===== src/hdl/fcrb_pkg.sv =====
/*
 * Constants and types for the busy/reject link-response builder.
 * Assumes the consumer refers to every item as fcrb_pkg::name.
 */
package fcrb_pkg;

    // ------------------------------------------------------------
    // field widths
    // ------------------------------------------------------------
    localparam int unsigned ID_W   = 24;
    localparam int unsigned FCTL_W = 24;
    localparam int unsigned CODE_W = 8;
    localparam int unsigned PRM_W  = 32;
    localparam int unsigned NCHK   = 16;

    // ------------------------------------------------------------
    // parameter field layout (busy and reject alike)
    // ------------------------------------------------------------
    localparam int unsigned PRM_ACT_LSB = 24;
    localparam int unsigned PRM_RSN_LSB = 16;
    localparam int unsigned PRM_RSV_LSB = 8;
    localparam int unsigned PRM_VND_LSB = 0;

    // ------------------------------------------------------------
    // frame control context bits
    // ------------------------------------------------------------
    localparam int unsigned FCTL_XCTX_BIT = 23;
    localparam int unsigned FCTL_SCTX_BIT = 22;

    // ------------------------------------------------------------
    // action codes
    // ------------------------------------------------------------
    localparam logic [7:0] ACT_RETRY   = 8'h01;
    localparam logic [7:0] ACT_NORETRY = 8'h02;
    localparam logic [7:0] BSY_ACT_END = 8'h01;
    localparam logic [7:0] BSY_ACT_OPN = 8'h02;

    // ------------------------------------------------------------
    // busy reason codes
    // ------------------------------------------------------------
    localparam logic [7:0] BSY_RSN_LOGIC  = 8'h01;
    localparam logic [7:0] BSY_RSN_RESRC  = 8'h03;
    localparam logic [7:0] RSN_VENDOR     = 8'hFF;

    // ------------------------------------------------------------
    // check vector: bit index = order of checking, reason per bit
    // ------------------------------------------------------------
    localparam int unsigned CHK_UNEXP_ACK = 6;
    localparam logic [7:0] CHK_REASON [NCHK] = '{
        8'h05, 8'h01, 8'h02, 8'h03, 8'h04, 8'h16, 8'h14, 8'h06,
        8'h07, 8'h0D, 8'h0F, 8'h10, 8'h11, 8'h12, 8'h13, 8'hFF};
    localparam logic [15:0] CHK_RETRY_MASK = 16'h803F;
    localparam logic [15:0] FAB_LC_MASK    = 16'h003F;
    localparam logic [15:0] PORT_LC_MASK   = 16'h0040;

    typedef enum logic [1:0] {
        FCRB_RSP_NONE,
        FCRB_RSP_P_BSY,
        FCRB_RSP_P_RJT,
        FCRB_RSP_F_RJT
    } fcrb_rsp_e;
endpackage


===== src/hdl/fcrb_hdr_swap.sv =====
/*
 * Header turnaround for a link response: id swap and context flip.
 * Assumes purely combinational use; the caller registers the result.
 */
`timescale 1ns/1ps
`default_nettype none

module fcrb_hdr_swap (
    // received header
    input  wire logic [fcrb_pkg::ID_W-1:0]   rx_d_id_i,
    input  wire logic [fcrb_pkg::ID_W-1:0]   rx_s_id_i,
    input  wire logic [fcrb_pkg::FCTL_W-1:0] rx_f_ctl_i,
    // response header
    output logic      [fcrb_pkg::ID_W-1:0]   tx_d_id_o,
    output logic      [fcrb_pkg::ID_W-1:0]   tx_s_id_o,
    output logic      [fcrb_pkg::FCTL_W-1:0] tx_f_ctl_o
);

    always_comb begin
        tx_d_id_o = rx_s_id_i;
        tx_s_id_o = rx_d_id_i;
        // other control bits are left clear; only the contexts matter
        tx_f_ctl_o = '0;
        tx_f_ctl_o[fcrb_pkg::FCTL_XCTX_BIT] = ~rx_f_ctl_i[fcrb_pkg::FCTL_XCTX_BIT];
        tx_f_ctl_o[fcrb_pkg::FCTL_SCTX_BIT] = ~rx_f_ctl_i[fcrb_pkg::FCTL_SCTX_BIT];
    end

endmodule

`default_nettype wire


===== src/hdl/fcrb_param_pack.sv =====
/*
 * Packs action, reason and vendor code into the 32-bit parameter word.
 * Assumes codes are already legal; reserved byte is forced to zero.
 */
`timescale 1ns/1ps
`default_nettype none

module fcrb_param_pack (
    // codes
    input  wire logic [fcrb_pkg::CODE_W-1:0] action_i,
    input  wire logic [fcrb_pkg::CODE_W-1:0] reason_i,
    input  wire logic [fcrb_pkg::CODE_W-1:0] vendor_i,
    // packed word
    output logic      [fcrb_pkg::PRM_W-1:0]  param_o
);

    always_comb begin
        param_o = '0;
        param_o[fcrb_pkg::PRM_ACT_LSB +: fcrb_pkg::CODE_W] = action_i;
        param_o[fcrb_pkg::PRM_RSN_LSB +: fcrb_pkg::CODE_W] = reason_i;
        param_o[fcrb_pkg::PRM_VND_LSB +: fcrb_pkg::CODE_W] = vendor_i;
    end

endmodule

`default_nettype wire


===== src/hdl/fcrb_link_rsp.sv =====
/*
 * Busy / reject link-response decision and header builder.
 * Takes one parsed received header with its check results per
 * accepted cycle and returns at most one response header, or a
 * discard or abort-sequence pulse.
 * Assumes the frame parser supplies class, frame kind, exchange
 * validity and an ordered vector of check failures, and that the
 * transmit path holds ready while it takes a response.
 */
//
// Behaviour
// - busy action 01 ends sequence, interlocked only
// - class 2 busy otherwise action 02, normal end
// - busy action in word 5 bits 31-24
// - busy reason only 01h, 03h or FFh
// - reject denies delivery, carries code word
// - class 2 data frame error gets reject
// - fabric rejects control frames for six reasons
// - port rejects control only unexpected ACK, action 2
// - other control error, valid exchange: port aborts sequence, fabric discards
// - control error, invalid exchange: silent discard
// - class 3 rejectable frames discarded, no reply
// - never reject a reject; discard it
// - reject swaps source and destination ids
// - reject inverts exchange and sequence context bits
// - sequence id and count copied unchanged
// - data field dropped from response
// - reject code word: action, reason, reserved, vendor
// - first detected error is reported
// - busy code word uses same layout
// - no busy to control or busy frames
// - reject action 01 retryable, 02 not
`timescale 1ns/1ps
`default_nettype none

module fcrb_link_rsp #(
    parameter int unsigned NCHK = fcrb_pkg::NCHK
) (
    // clock and reset
    input  wire logic                         ref_clk_i,
    input  wire logic                         rst_n_i,
    // role
    input  wire logic                         fabric_mode_i,
    // received frame header
    input  wire logic                         frm_valid_i,
    output logic                              frm_ready_o,
    input  wire logic [fcrb_pkg::ID_W-1:0]    frm_d_id_i,
    input  wire logic [fcrb_pkg::ID_W-1:0]    frm_s_id_i,
    input  wire logic [fcrb_pkg::FCTL_W-1:0]  frm_f_ctl_i,
    input  wire logic [7:0]                   frm_seq_id_i,
    input  wire logic [15:0]                  frm_seq_cnt_i,
    input  wire logic [15:0]                  frm_ox_id_i,
    input  wire logic [15:0]                  frm_rx_id_i,
    input  wire logic                         frm_class3_i,
    input  wire logic                         frm_link_ctl_i,
    input  wire logic                         frm_is_rjt_i,
    input  wire logic                         frm_is_bsy_i,
    input  wire logic                         frm_xid_assign_i,
    input  wire logic                         frm_xchg_valid_i,
    // checks and busy request
    input  wire logic [NCHK-1:0]              chk_fail_i,
    input  wire logic                         busy_req_i,
    input  wire logic                         busy_end_seq_i,
    input  wire logic [fcrb_pkg::CODE_W-1:0]  busy_reason_i,
    input  wire logic [fcrb_pkg::CODE_W-1:0]  vendor_code_i,
    // response header
    output logic                              rsp_valid_o,
    input  wire logic                         rsp_ready_i,
    output fcrb_pkg::fcrb_rsp_e               rsp_kind_o,
    output logic [fcrb_pkg::ID_W-1:0]         rsp_d_id_o,
    output logic [fcrb_pkg::ID_W-1:0]         rsp_s_id_o,
    output logic [fcrb_pkg::FCTL_W-1:0]       rsp_f_ctl_o,
    output logic [7:0]                        rsp_seq_id_o,
    output logic [15:0]                       rsp_seq_cnt_o,
    output logic [15:0]                       rsp_ox_id_o,
    output logic [15:0]                       rsp_rx_id_o,
    output logic [fcrb_pkg::PRM_W-1:0]        rsp_param_o,
    output logic                              rsp_eof_term_o,
    // other outcomes
    output logic                              discard_o,
    output logic                              abort_seq_o
);

    // ------------------------------------------------------------
    // handshake state
    // ------------------------------------------------------------
    typedef enum logic {
        FCRB_ST_IDLE,
        FCRB_ST_HOLD
    } fcrb_st_e;

    fcrb_st_e state_q;
    fcrb_st_e state_d;
    logic     accept;

    assign accept = frm_valid_i && frm_ready_o;

    // ------------------------------------------------------------
    // first failing check
    // ------------------------------------------------------------
    logic [NCHK-1:0]               first_oh;
    logic [$clog2(NCHK)-1:0]       first_idx;
    logic                          err_any;

    always_comb begin
        first_oh  = '0;
        first_idx = '0;
        // lowest index is checked first; later hits are masked
        for (int i = NCHK - 1; i >= 0; i--) begin
            if (chk_fail_i[i]) begin
                first_oh  = '0;
                first_oh[i] = 1'b1;
                first_idx = i[$clog2(NCHK)-1:0];
            end
        end
        err_any = |chk_fail_i;
    end

    // ------------------------------------------------------------
    // outcome decision
    // ------------------------------------------------------------
    logic                          do_rjt;
    logic                          do_bsy;
    logic                          do_drop;
    logic                          do_abort;
    logic                          lc_allowed;

    always_comb begin
        do_rjt   = 1'b0;
        do_bsy   = 1'b0;
        do_drop  = 1'b0;
        do_abort = 1'b0;
        lc_allowed = fabric_mode_i ? |(first_oh & fcrb_pkg::FAB_LC_MASK[NCHK-1:0])
                                   : |(first_oh & fcrb_pkg::PORT_LC_MASK[NCHK-1:0]);
        if (frm_is_rjt_i) begin
            do_drop = err_any || busy_req_i;
        end else if (frm_class3_i) begin
            do_drop = err_any || busy_req_i;
        end else if (err_any) begin
            if (!frm_link_ctl_i) begin
                do_rjt = 1'b1;
            end else if (lc_allowed) begin
                do_rjt = 1'b1;
            end else if (!fabric_mode_i && frm_xchg_valid_i) begin
                do_abort = 1'b1;
            end else begin
                do_drop = 1'b1;
            end
        end else if (busy_req_i) begin
            // a port busy only answers class 2 data frames
            if (frm_link_ctl_i || frm_is_bsy_i || fabric_mode_i) begin
                do_drop = 1'b1;
            end else begin
                do_bsy = 1'b1;
            end
        end
    end

    // ------------------------------------------------------------
    // code selection
    // ------------------------------------------------------------
    logic [fcrb_pkg::CODE_W-1:0]   rjt_reason;
    logic [fcrb_pkg::CODE_W-1:0]   rjt_action;
    logic [fcrb_pkg::CODE_W-1:0]   bsy_reason;
    logic [fcrb_pkg::CODE_W-1:0]   bsy_action;
    logic                          bsy_term;
    logic [fcrb_pkg::CODE_W-1:0]   act_sel;
    logic [fcrb_pkg::CODE_W-1:0]   rsn_sel;
    logic [fcrb_pkg::CODE_W-1:0]   vnd_sel;

    always_comb begin
        rjt_reason = fcrb_pkg::CHK_REASON[first_idx];
        rjt_action = fcrb_pkg::CHK_RETRY_MASK[first_idx] ? fcrb_pkg::ACT_RETRY
                                                         : fcrb_pkg::ACT_NORETRY;
        if (frm_link_ctl_i && !fabric_mode_i) begin
            rjt_action = fcrb_pkg::ACT_NORETRY;
        end
    end

    always_comb begin
        // the terminating form is only legal on an id-assigning interlocked frame
        bsy_term   = busy_end_seq_i && frm_xid_assign_i;
        bsy_action = bsy_term ? fcrb_pkg::BSY_ACT_END : fcrb_pkg::BSY_ACT_OPN;
        // reserved reasons never leave; fall back to plain logic-busy
        if (busy_reason_i == fcrb_pkg::BSY_RSN_RESRC ||
            busy_reason_i == fcrb_pkg::RSN_VENDOR) begin
            bsy_reason = busy_reason_i;
        end else begin
            bsy_reason = fcrb_pkg::BSY_RSN_LOGIC;
        end
    end

    always_comb begin
        act_sel = do_bsy ? bsy_action : rjt_action;
        rsn_sel = do_bsy ? bsy_reason : rjt_reason;
        // vendor byte only means something with the vendor reason
        vnd_sel = (rsn_sel == fcrb_pkg::RSN_VENDOR) ? vendor_code_i : '0;
    end

    // ------------------------------------------------------------
    // header and parameter word
    // ------------------------------------------------------------
    logic [fcrb_pkg::ID_W-1:0]     sw_d_id;
    logic [fcrb_pkg::ID_W-1:0]     sw_s_id;
    logic [fcrb_pkg::FCTL_W-1:0]   sw_f_ctl;
    logic [fcrb_pkg::PRM_W-1:0]    prm_word;

    fcrb_hdr_swap u_swap (
        .rx_d_id_i  (frm_d_id_i),
        .rx_s_id_i  (frm_s_id_i),
        .rx_f_ctl_i (frm_f_ctl_i),
        .tx_d_id_o  (sw_d_id),
        .tx_s_id_o  (sw_s_id),
        .tx_f_ctl_o (sw_f_ctl)
    );

    fcrb_param_pack u_pack (
        .action_i (act_sel),
        .reason_i (rsn_sel),
        .vendor_i (vnd_sel),
        .param_o  (prm_word)
    );

    // ------------------------------------------------------------
    // handshake state machine
    // ------------------------------------------------------------
    always_comb begin
        state_d = state_q;
        unique case (state_q)
            FCRB_ST_IDLE: begin
                if (accept && (do_rjt || do_bsy)) begin
                    state_d = FCRB_ST_HOLD;
                end
            end
            FCRB_ST_HOLD: begin
                if (rsp_ready_i) begin
                    state_d = FCRB_ST_IDLE;
                end
            end
        endcase
    end

    always_ff @(posedge ref_clk_i or negedge rst_n_i) begin
        if (!rst_n_i) begin
            state_q <= FCRB_ST_IDLE;
        end else begin
            state_q <= state_d;
        end
    end

    // no new frame is taken while a response waits
    always_ff @(posedge ref_clk_i or negedge rst_n_i) begin
        if (!rst_n_i) begin
            frm_ready_o <= 1'b0;
        end else begin
            frm_ready_o <= (state_d == FCRB_ST_IDLE);
        end
    end

    always_ff @(posedge ref_clk_i or negedge rst_n_i) begin
        if (!rst_n_i) begin
            rsp_valid_o <= 1'b0;
        end else begin
            rsp_valid_o <= (state_d == FCRB_ST_HOLD);
        end
    end

    // ------------------------------------------------------------
    // response header registers
    // ------------------------------------------------------------
    always_ff @(posedge ref_clk_i or negedge rst_n_i) begin
        if (!rst_n_i) begin
            rsp_kind_o <= fcrb_pkg::FCRB_RSP_NONE;
        end else if (accept && do_bsy) begin
            rsp_kind_o <= fcrb_pkg::FCRB_RSP_P_BSY;
        end else if (accept && do_rjt) begin
            rsp_kind_o <= fabric_mode_i ? fcrb_pkg::FCRB_RSP_F_RJT
                                        : fcrb_pkg::FCRB_RSP_P_RJT;
        end
    end

    always_ff @(posedge ref_clk_i or negedge rst_n_i) begin
        if (!rst_n_i) begin
            rsp_d_id_o  <= '0;
            rsp_s_id_o  <= '0;
            rsp_f_ctl_o <= '0;
        end else if (accept && (do_rjt || do_bsy)) begin
            rsp_d_id_o  <= sw_d_id;
            rsp_s_id_o  <= sw_s_id;
            rsp_f_ctl_o <= sw_f_ctl;
        end
    end

    always_ff @(posedge ref_clk_i or negedge rst_n_i) begin
        if (!rst_n_i) begin
            rsp_seq_id_o  <= '0;
            rsp_seq_cnt_o <= '0;
            rsp_ox_id_o   <= '0;
            rsp_rx_id_o   <= '0;
        end else if (accept && (do_rjt || do_bsy)) begin
            rsp_seq_id_o  <= frm_seq_id_i;
            rsp_seq_cnt_o <= frm_seq_cnt_i;
            rsp_ox_id_o   <= frm_ox_id_i;
            rsp_rx_id_o   <= frm_rx_id_i;
        end
    end

    // header only: any received payload never reaches this block
    always_ff @(posedge ref_clk_i or negedge rst_n_i) begin
        if (!rst_n_i) begin
            rsp_param_o <= '0;
        end else if (accept && (do_rjt || do_bsy)) begin
            rsp_param_o <= prm_word;
        end
    end

    always_ff @(posedge ref_clk_i or negedge rst_n_i) begin
        if (!rst_n_i) begin
            rsp_eof_term_o <= 1'b0;
        end else if (accept && (do_rjt || do_bsy)) begin
            rsp_eof_term_o <= do_bsy && bsy_term;
        end
    end

    // ------------------------------------------------------------
    // discard and abort pulses
    // ------------------------------------------------------------
    always_ff @(posedge ref_clk_i or negedge rst_n_i) begin
        if (!rst_n_i) begin
            discard_o   <= 1'b0;
            abort_seq_o <= 1'b0;
        end else begin
            discard_o   <= accept && do_drop;
            abort_seq_o <= accept && do_abort;
        end
    end

endmodule

`default_nettype wire


===== config.mk =====
export PLATFORM = sky130hd
export DESIGN_NAME = fcrb_link_rsp
export DESIGN_NICKNAME = d
export VERILOG_FILES = /design/src/hdl/fcrb_pkg.sv /design/src/hdl/fcrb_hdr_swap.sv /design/src/hdl/fcrb_param_pack.sv /design/src/hdl/fcrb_link_rsp.sv
export SDC_FILE = /design/constraint.sdc
export NUM_CORES = 1
export LEC_CHECK = 0
export BUFFER_PORTS_ARGS = -buffer_cell sky130_fd_sc_hd__buf_2
export CELL_PAD_IN_SITES_DETAIL_PLACEMENT = 1
export CELL_PAD_IN_SITES_GLOBAL_PLACEMENT = 1
export CORE_MARGIN = 1
export CORE_UTILIZATION = 33
export DETAILED_ROUTE_END_ITERATION = 7
export PLACE_DENSITY_LB_ADDON = 0.08
export SLEW_MARGIN = 20
export SYNTH_ARGS = -nofsm -noshare
export SYNTH_HDL_FRONTEND = slang
export SYNTH_SLANG_ARGS = --single-unit

===== constraint.sdc =====
create_clock -name ref_clk_i -period 4.6 [get_ports ref_clk_i]
set_input_delay 0.46 -clock ref_clk_i [delete_from_list [all_inputs] [get_ports ref_clk_i]]
set_output_delay 0.46 -clock ref_clk_i [all_outputs]
set_load 0.05 [all_outputs]

==> flow_summary.toml, run 1 <==
[status]
status = "finished, final reports clean"

[detailed_routing]
drt_first_pass_iters = 4
ant_nets = 0
route.layer.met1.wl_um = 7137
vias = 5345
dr_wl_met3_um = 1546
initialDrtViolationCount = 204
vias_per_cell = 4.534
remaining_drc_errors = 0
route.detailed.wl_per_inst_um = 15.10
totalWireLength_um = 17810
met2_length_um = 8715
top_layer_reached_by_signal_wires = "met5"

[worst_setup_path]
crit_path_max_incr_delay_ns = 0.61
crit_path_start = "chk_fail_i[2]"
cp_num_buf_inv = 1
crit_path_max_fanout = 8
regToRegSetupSlack_ns = 2.31
worst_setup_path_start_kind = "input port"
timing.critical_path.slowest_stage_cell = "or4_4"
worst_r2r_startpoint = "frm_ready_o"
r2r.worst_path.cells = 7
path_cells = "buf_2 -> or4_4 -> or4_4 -> nor4_4 -> nand2_2 -> a21bo_1 -> a2111oi_4 -> a22o_1"
timing.critical_path.to_type = "flop"
cp.arrival_ns = 3.34
critPathKind = "in2reg"
timing.critical_path.required_ns = 4.95
worstReg2RegEnd = "rsp_param_o[2]"
cp_common_cell = "or4_4"
crit_family = "simple AND/OR/NAND/NOR gates"

[cells_and_area]
area_delta_synth_final_pct = 37.18
fraction_of_final_layout_cells_with_drive_strength_greater_than_1_pct = 35.36
finalCoreUtilization_pct = 46.12
nNetsFinal = 1117
final_cell_area_sq_um = 7949
num-fill-cells = 2139

[clocking]
tritoncts_clock_tree = "built"
clock_sinks = 131
cts.reportedPaths.clkPinSlew_ns = 0.06
cts_max_level = 4
post_cts_resized = 0
post_cts.repair.setup_buffers = 0
tritoncts.num_buffers = 17
max-clock-path-buffers = 2
clock_latency_ns = 0.42
cts_hold_buf = 0
cts-root-buf = "clkbuf_16"

[placed_design]
detailed_place.area_sq_um = 7340
numPortBuffers = 281
place.detailed.hpwl_um = 13290
placer_s_final_routability_congestion_estimate = 0.8180

[sta]
slew_headroom_pct = 41.28
maxSlewViolCount = 0
finalHoldViolCount = 0
maxClockFrequency_mhz = 335.2
fin_tns_setup_ns = 0
unrepaired_setup_endpoints_after_global_routing = "false"
finalClockSkew_ns = 0.01023
max_slew.worst_pin.slew_ns = 0.8807
setup_violators_final = 0
post-route-period-util_pct = 64.86
final_period_minus_worst_setup_slack_ns = 2.984

[floorplanning]
fp.dieArea_sq_um = 18090
die-width_um = 134.5
effective_utilization_at_floorplan_pct = 33.62
die-height_um = 134.5
ioPinCount = 340
core-area_sq_um = 17240
rows = 48

[pwr]
combPwrFrac_pct = 46.5
p_switching_mw = 3.033
switching_share_pct = 50.63
cell_internal_pwr_mw = 2.958
vdd_drop_max_uv = 317.0
total_leakage_power_nw = 4.510
power.share.clock_pct = 23.0
cellPowerDensity_nw_per_um2 = 753.8
power.sequential.fraction_pct = 30.5

[synthesis]
synth_cell_type_count = 52
synth.ff_latch_count = 131
syn-mean-instance-area_sq_um = 8.793
synth_area_sq_um = 5794
async_reset_ff_share_pct = 100.0
synthCells = 659
synth_enable_flop_cells = 0
synth-seq-area-share_pct = 56.58
synthesis.yosys.warnings = 0
postSynth.topFlopCell = "dfrtp_1"

[global_routing]
grt_pass1_vias = 5510
global_route.overflow_total = 0
gr-usage-all-layers_pct = 20.16
wire_length_of_the_first_global_routing_pass_um = 28080
grt_antenna_before_repair = 2
grt_start_max_net_pins = 95

[min_path]
min-delay-path-class = "in2async"

[job]
cap_viol_max_count = 0
stage by stage:
step | hold WS (ns) | power [mW] | cells | setup slack, ns
global route | 0.1934 | 6.299 | 1178 | 1.502
detailed placement | 0.4498 | 4.662 | 1146 | 1.179
floorplan | 0.1644 | 3.910 | 694 | 1.656
global placement | 0.4461 | 4.593 | 1146 | 1.244
CTS | 0.1666 | 6.069 | 1178 | 1.630
finish | 0.1220 | 5.992 | 1179 | 1.616
area by class of cell:
type | instances | area [sq um] | area share, %
sequential | 131 | 3278 | 41.24
multi-input combinational | 490 | 2257 | 28.40
timing repair buffer | 288 | 1478 | 18.59
clock buffer | 18 | 439.2 | 5.525
tap | 225 | 281.5 | 3.542
clock inverter | 14 | 167.7 | 2.109
inverter | 12 | 45.04 | 0.5667
antenna | 1 | 2.502 | 0.03148
cell usage after synthesis (3+ instances only):
library cell  number  area [sq um]
nand2_1          321          1205
o2111ai_1          3         26.28
nor2_1            32         120.1
clkbuf_1          24         90.09
buf_4             36         270.3
nor3_1             6         30.03
a22o_1             8         70.07
a21oi_1            7         35.03
nor4_1             3         18.77
ha_1               4         50.05
a311oi_1           3         26.28
o21ai_0            8         40.04
a31oi_1            7         43.79
or4_4              3         33.78
or4_1              3         22.52
inv_1             12         45.04
nand3_1            7         35.03
dfrtp_1          131          3278
power groups by stage:
stage / Clock, mW / Sequential [mW] / Combinational [mW]
final: 1.38 / 1.82 / 2.79
after global routing: 1.46 / 1.89 / 2.94
after CTS: 1.42 / 1.83 / 2.81
after detailed placement: 0 / 1.85 / 2.81
after global placement: 0 / 1.82 / 2.77
after floorplan: 0 / 3.43 / 0.477
routing by layer:
metal | track usage (%) | vias up
met5 | 0 | -
met4 | 7.553 | 2
met3 | 8.296 | 27
met2 | 33.62 | 198
met1 | 23.13 | 2510
li1 | - | 2608
kinds of logic after synthesis:
| kind of cell | Yosys count | synth area share (%) |
|---|---|---|
| and+or+nand+nor | 395 | 28.12 |
| DFF | 131 | 56.58 |
| buffers and inverters | 73 | 7.061 |
| AOI/OAI and AO/OA | 52 | 6.759 |
| adders and majority gates | 4 | 0.8638 |
| muxes | 3 | 0.5614 |
| other | 1 | 0.06472 |
sequential cells by signal (all words and copies together), names as in the netlist, 2 cells and up:
register and count:
rsp_param_o 18, rsp_kind_o 2, rsp_seq_id_o 8, rsp_d_id_o 24, rsp_ox_id_o 16, rsp_rx_id_o 16
rsp_f_ctl_o 2, rsp_s_id_o 24, rsp_seq_cnt_o 16
how the worst max path moves through the flow:
stage / end / slack, ns / cells after the start
5_1_grt: rsp_param_o[4] / 1.50 / 11
2_1_floorplan: rsp_param_o[0] / 1.66 / 10
3_3_place_gp: rsp_param_o[7] / 1.24 / 8
3_5_place_dp: rsp_param_o[3] / 1.18 / 8
4_1_cts: rsp_param_o[2] / 1.63 / 8
6_report: rsp_param_o[2] / 1.62 / 8
layout by cell type, fill, tap and decap left out, types with 7 or more instances in the layout:
| cell | n |
|---|---|
| a21oi_1 | 7 |
| a22o_1 | 8 |
| a31oi_1 | 7 |
| buf_2 | 280 |
| clkbuf_16 | 17 |
| conb_1 | 36 |
| dfrtp_1 | 131 |
| inv_1 | 12 |
| nand2_1 | 321 |
| nand3_1 | 7 |
| nor2_1 | 31 |
| o21ai_0 | 8 |
No activity file was read; power rests on OpenSTA's default activity.
==> run 2, diff against run 1 <==
- CORE_UTILIZATION: 33 -> 28
- clock period: 4.6 -> 2.6 ns (I/O delays scaled with it)
==> run 2 against run 1 <==
Net effect:
- final area is 6.6% higher
- first-iteration DRC count is 8.3% higher
- power is 81% higher
- critical path depth is 1 higher
- die area is 18% higher
- flip-flop and latch count stayed put
- count of clock-buffer cells in the layout stayed put
- global-route usage is 2.0 points lower
- register-to-register slack worse by 1.7 ns
- critical path type unchanged
- critical endpoint is now rsp_param_o[3]
- largest cell class unchanged
- largest power group unchanged
==> flow_summary.toml, run 2 (synthesis gave the netlist of run 1 again) <==
[status]
status = "finished, final reports clean"

[clocking]
clock_sinks = 131
cts-root-buf = "clkbuf_16"
tritoncts.num_buffers = 17
tritoncts_clock_tree = "built"
max-clock-path-buffers = 2
post_cts_resized = 0
post_cts.repair.setup_buffers = 0
cts_max_level = 4
cts.reportedPaths.clkPinSlew_ns = 0.06
clock_latency_ns = 0.42

[min_path]
min_delay_worst_endpoint = "rsp_ox_id_o[12]"
min_delay_path_depth = 3
min-delay-path-class = "in2reg"
min-delay-start = "frm_ox_id_i[12]"

[detailed_routing]
drt_first_pass_iters = 4
vias = 5395
initialDrtViolationCount = 221
remaining_drc_errors = 0
totalWireLength_um = 18490
dr_wl_met3_um = 1487
vias_per_cell = 4.245
top_layer_reached_by_signal_wires = "met5"
met2_length_um = 8917
ant_nets = 0
route.layer.met1.wl_um = 7922
route.detailed.wl_per_inst_um = 14.55

[worst_setup_path]
crit_path_max_fanout = 8
regToRegSetupSlack_ns = 0.64
crit_path_max_incr_delay_ns = 0.59
crit_path_start = "chk_fail_i[5]"
worst_setup_path_start_kind = "input port"
r2r.worst_path.cells = 7
timing.critical_path.required_ns = 2.95
path_cells = "buf_2 -> or4_1 -> or4_4 -> nor4_4 -> and2_2 -> a31oi_1 -> a2111oi_4 -> buf_4 -> a22o_1"
worstReg2RegEnd = "rsp_param_o[3]"
cp_num_buf_inv = 2
worst_r2r_startpoint = "frm_ready_o"
critPathKind = "in2reg"
crit_family = "simple AND/OR/NAND/NOR gates"
timing.critical_path.slowest_stage_cell = "or4_1"
cp.arrival_ns = 2.74
timing.critical_path.to_type = "flop"

[global_routing]
global_route.overflow_total = 0
wire_length_of_the_first_global_routing_pass_um = 30060
grt_antenna_before_repair = 3
grt_start_max_net_pins = 55
grt_pass1_vias = 5599
gr-usage-all-layers_pct = 18.11

[pwr]
switching_share_pct = 49.43
total_leakage_power_nw = 4.786
cellPowerDensity_nw_per_um2 = 1277
cell_internal_pwr_mw = 5.469
p_switching_mw = 5.347
power.sequential.fraction_pct = 29.6
vdd_drop_max_uv = 566.6
fin_total_pwr_mw = 10.82
combPwrFrac_pct = 46.1
power.share.clock_pct = 24.3

[sta]
fin_tns_setup_ns = 0
post-route-period-util_pct = 92.16
maxClockFrequency_mhz = 417.4
maxSlewViolCount = 0
finalHoldViolCount = 0
slew_headroom_pct = 64.54
setup_violators_final = 0
whs_ns = 0.03174
unrepaired_setup_endpoints_after_global_routing = "false"
final_period_minus_worst_setup_slack_ns = 2.396
postLayoutSetupSlackWorst_ns = 0.2040
finalClockSkew_ns = 0.005586
max_slew.worst_pin.slew_ns = 0.5319

[floorplanning]
core-area_sq_um = 20230
die-width_um = 145.9
fp.dieArea_sq_um = 21270
ioPinCount = 340
effective_utilization_at_floorplan_pct = 28.64
rows = 52
die-height_um = 145.9

[cells_and_area]
num-fill-cells = 2517
multiInputGateArea_sq_um = 2263
ff_latch_area_sq_um = 3278
most_frequent_standard_cell_in_the_layout_excluding_fill_and_tap_cells = "nand2_1"
fraction_of_final_layout_cells_with_drive_strength_greater_than_1_pct = 38.20
mostFrequentLayoutCells = "nand2_1 (321), buf_2 (280), dfrtp_1 (131)"
nNetsFinal = 1165
registers_with_the_highest_flip_flop_counts = "rsp_d_id_o: 24 flops, rsp_s_id_o: 24 flops, rsp_param_o: 18 flops"
area_delta_synth_final_pct = 46.19

[placed_design]
place.detailed.hpwl_um = 13850
numPortBuffers = 281
placer_s_final_routability_congestion_estimate = 0.7771
post-place-ws_ns = -0.2038

[job]
cap_viol_max_count = 0
-- run 2: cell type report --
class / count / area share (%)
antenna: 1 / 0.02954
clock buffer: 18 / 5.185
sequential: 131 / 38.70
multi-input combinational: 490 / 26.72
inverter: 12 / 0.5318
clock inverter: 13 / 2.319
tap: 270 / 3.988
timing repair buffer: 336 / 22.53
-- run 2: worst max-delay path by stage --
stage                                end  slack, ns  cells after the start
after global routing      rsp_param_o[3]       0.06                     12
after floorplan           rsp_param_o[0]       0.07                     10
after global placement    rsp_param_o[6]      -0.16                     12
after CTS                 rsp_param_o[3]       0.20                     12
final                     rsp_param_o[3]       0.20                      9
after detailed placement  rsp_param_o[7]      -0.20                     12
-- run 2: per-layer routing --
metal | up-vias | track usage, %
met1 | 2508 | 21.90
met2 | 171 | 30.05
met5 | - | 0
met4 | 2 | 4.895
li1 | 2698 | -
met3 | 16 | 6.897
-- run 2: repair_timing --
| item | 4_1_cts | 5_1_grt |
|---|---|---|
| hold buffers | 3 | 0 |
| endpoints found under the hold margin | 50 | 0 |
| endpoints found under the setup margin | 0 | 0 |
-- run 2: tightest hold or removal path, delay by kind of cell --
family / cells / cell delay [ns]
buffers and inverters: 1 / 0.07
AND/OR/NAND/NOR: 2 / 0.09
-- run 2: power by group through the flow --
stage / Combinational [mW] / Sequential (mW) / Clock (mW)
after floorplan: 0.845 / 6.07 / 0
after global routing: 5.29 / 3.33 / 2.79
final: 4.99 / 3.20 / 2.62
after detailed placement: 5.04 / 3.24 / 0
after CTS: 5.05 / 3.22 / 2.70
after global placement: 5.02 / 3.21 / 0
-- run 2: per-stage QoR --
step | area (sq um) | util, % | instances
finish | 8471 | 41.86 | 1271
CTS | 8468 | 41.85 | 1270
floorplan | 5932 | - | 694
detailed placement | 7802 | 38.56 | 1236
global placement | 7802 | 38.56 | 1236
global route | 8468 | 41.85 | 1270
==> run 3, diff against run 2 <==
- CORE_UTILIZATION: 28 -> 34
- SYNTH_HIERARCHICAL: not set -> 1
==> run 3 against run 2 <==
Net effect:
- critical path depth is 4 higher
- global-route usage is 0.19 points higher
- synthesized cell count fell by 11%
- critical path type unchanged
==> flow_summary.toml, run 3 <==
[status]
status = "finished, final reports clean"

[sta]
maxClockFrequency_mhz = 399.1
postLayoutSetupSlackWorst_ns = 0.09431
fin_tns_setup_ns = 0
final_period_minus_worst_setup_slack_ns = 2.506
setup_violators_final = 0
finalClockSkew_ns = 0.005955
max_slew.worst_pin.slew_ns = 0.6169
unrepaired_setup_endpoints_after_global_routing = "true"
slew_headroom_pct = 58.88
post-route-period-util_pct = 96.37
finalHoldViolCount = 0
whs_ns = 0.04087
maxSlewViolCount = 0

[synthesis]
postSynth.topFlopCell = "dfrtp_1"
synth_area_sq_um = 7777
yosys.cell_count.top_type = "dfrtp_1"
async_reset_ff_share_pct = 100.0
synthDominantAreaCellType = "dfrtp_1"
synth.top_cells.by_area = "dfrtp_1 (54%), mux2_1 (23%), buf_4 (11%)"
synth-seq-area-share_pct = 53.73
synth.ff_latch_count = 167
netlist.area_leader.share_pct = 53.73
synthCells = 588
syn-mean-instance-area_sq_um = 13.23
synth_cell_type_count = 51
ys_top_cells_by_count = "dfrtp_1 (167), mux2_1 (160), buf_4 (118)"
synthesis.yosys.warnings = 6
synth_enable_flop_cells = 0

[placed_design]
post-place-ws_ns = -0.3514
place.detailed.hpwl_um = 16080
placer_s_final_routability_congestion_estimate = 0.8378
numPortBuffers = 317
placed_cells_incl_taps = 1146
detailed_place.area_sq_um = 9562

[clocking]
max-clock-path-buffers = 2
clock_latency_ns = 0.43
cts-root-buf = "clkbuf_16"
clock_sinks = 167
tritoncts.num_buffers = 17
cts.reportedPaths.clkPinSlew_ns = 0.07
cts_max_level = 4
tritoncts_clock_tree = "built"

[pwr]
cellPowerDensity_nw_per_um2 = 943.4
vdd_drop_max_uv = 424.7
total_leakage_power_nw = 5.097
fin_total_pwr_mw = 9.713

[floorplanning]
rows = 54
effective_utilization_at_floorplan_pct = 35.20
die-width_um = 153.2
core-area_sq_um = 22090
fp.dieArea_sq_um = 23480
die-height_um = 153.2
ioPinCount = 340

[min_path]
min-delay-path-class = "in2reg"

[detailed_routing]
initialDrtViolationCount = 153
vias_per_cell = 4.554
vias = 5383
route.detailed.wl_per_inst_um = 17.34
drt_first_pass_iters = 4
totalWireLength_um = 20490
ant_nets = 0
remaining_drc_errors = 0

[global_routing]
global_route.overflow_total = 0
most_used_layer_global_route = "met2"
globalRouteMet1Util_pct = 19.97
grt_antenna_before_repair = 4
gr-usage-all-layers_pct = 18.30
wire_length_of_the_first_global_routing_pass_um = 32890
grtUsageMet2_pct = 32.29
grt_start_max_net_pins = 64
grt_use_met3_pct = 6.379
grt_pass1_vias = 5921

[cells_and_area]
final_cell_area_sq_um = 10300
nNetsFinal = 1065
mostFrequentLayoutCells = "buf_2 (316), dfrtp_1 (167), mux2_1 (156)"
most_frequent_standard_cell_in_the_layout_excluding_fill_and_tap_cells = "buf_2"
area_delta_synth_final_pct = 32.38
fraction_of_final_layout_cells_with_drive_strength_greater_than_1_pct = 47.67
largest_reg_flops = 32
finalCoreUtilization_pct = 46.60
instances_no_fill = 1182
largest_register = "rsp_param_o"

[job]
cap_viol_max_count = 0

[worst_setup_path]
critPathKind = "in2reg"
timing.critical_path.to_type = "flop"
worst_setup_path_start_kind = "input port"
cp.arrival_ns = 2.87
crit_path_max_fanout = 9
timing.critical_path.required_ns = 2.97
## run 3: critical path, stage by stage
cell and delay, ns:
buf_2 0.11, nand2b_1 0.14, a221o_1 0.32, a211oi_2 0.26, a21bo_2 0.18, nand2b_1 0.11, ha_2 0.22, a21oi_2 0.11
o21ai_1 0.07, a2111o_1 0.40, buf_8 0.18, a2111oi_4 0.31, mux2_4 0.20
## run 3: repair_timing
item                                    CTS  global route
buffers inserted                          0             2
hold buffers                              1             0
endpoints found under the hold margin    60             0
endpoints found under the setup margin    0             8
resized for setup                         0            13
## run 3: routing by layer
metal	wire (um)	part of all wire, %
met1	7731	38
met2	10700	52
met3	1505	7.3
met4	538	2.6
met5	16	0.078
## run 3: path summary, 6_finish.rpt
| path | cells after the start | slack [ns] | from | endpoint |
|---|---|---|---|---|
| worst max-delay path | 13 | 0.09 | chk_fail_i[14] | rsp_param_o[3] |
| worst min-delay path | 2 | 0.04 | frm_rx_id_i[1] | rsp_rx_id_o[1] |
| worst max register to register | 4 | 0.96 | frm_ready_o | rsp_seq_id_o[1] |
| worst min register to register | 1 | 0.48 | rsp_s_id_o[13] | rsp_s_id_o[13] |
| max in group asynchronous | 3 | 1.43 | rst_n_i | rsp_s_id_o[2] |
| min in group asynchronous | 2 | 0.40 | rst_n_i | rsp_f_ctl_o[20] |
## run 3: logic make-up after synthesis
kind of cell / share of synthesized area (%)
other: 0.1448
AND/OR/NAND/NOR: 4.617
adder cells (fa/ha/maj): 0.6435
AO/OA/AOI/OAI: 4.553
buffers and inverters: 12.74
multiplexers: 23.57
flip-flops: 53.73
## run 3: cell type report
| type | instances | area [sq um] |
|---|---|---|
| diodes | 2 | 5.005 |
| inverters | 21 | 78.83 |
| repair buffers | 370 | 2188 |
| well taps | 280 | 350.3 |
| clock inverters | 13 | 158.9 |
| clock buffers | 18 | 429.2 |
| fillers | 2444 | 11800 |
| flip-flops and latches | 167 | 4179 |
| multi-input cells | 311 | 2907 |
## run 3: report_power, final
group	internal, mW	switching [mW]	total [mW]
sequential	3.18	0.269	3.45
clock	1.44	1.12	2.56
combinational	0.891	2.81	3.70
total	5.51	4.20	9.71
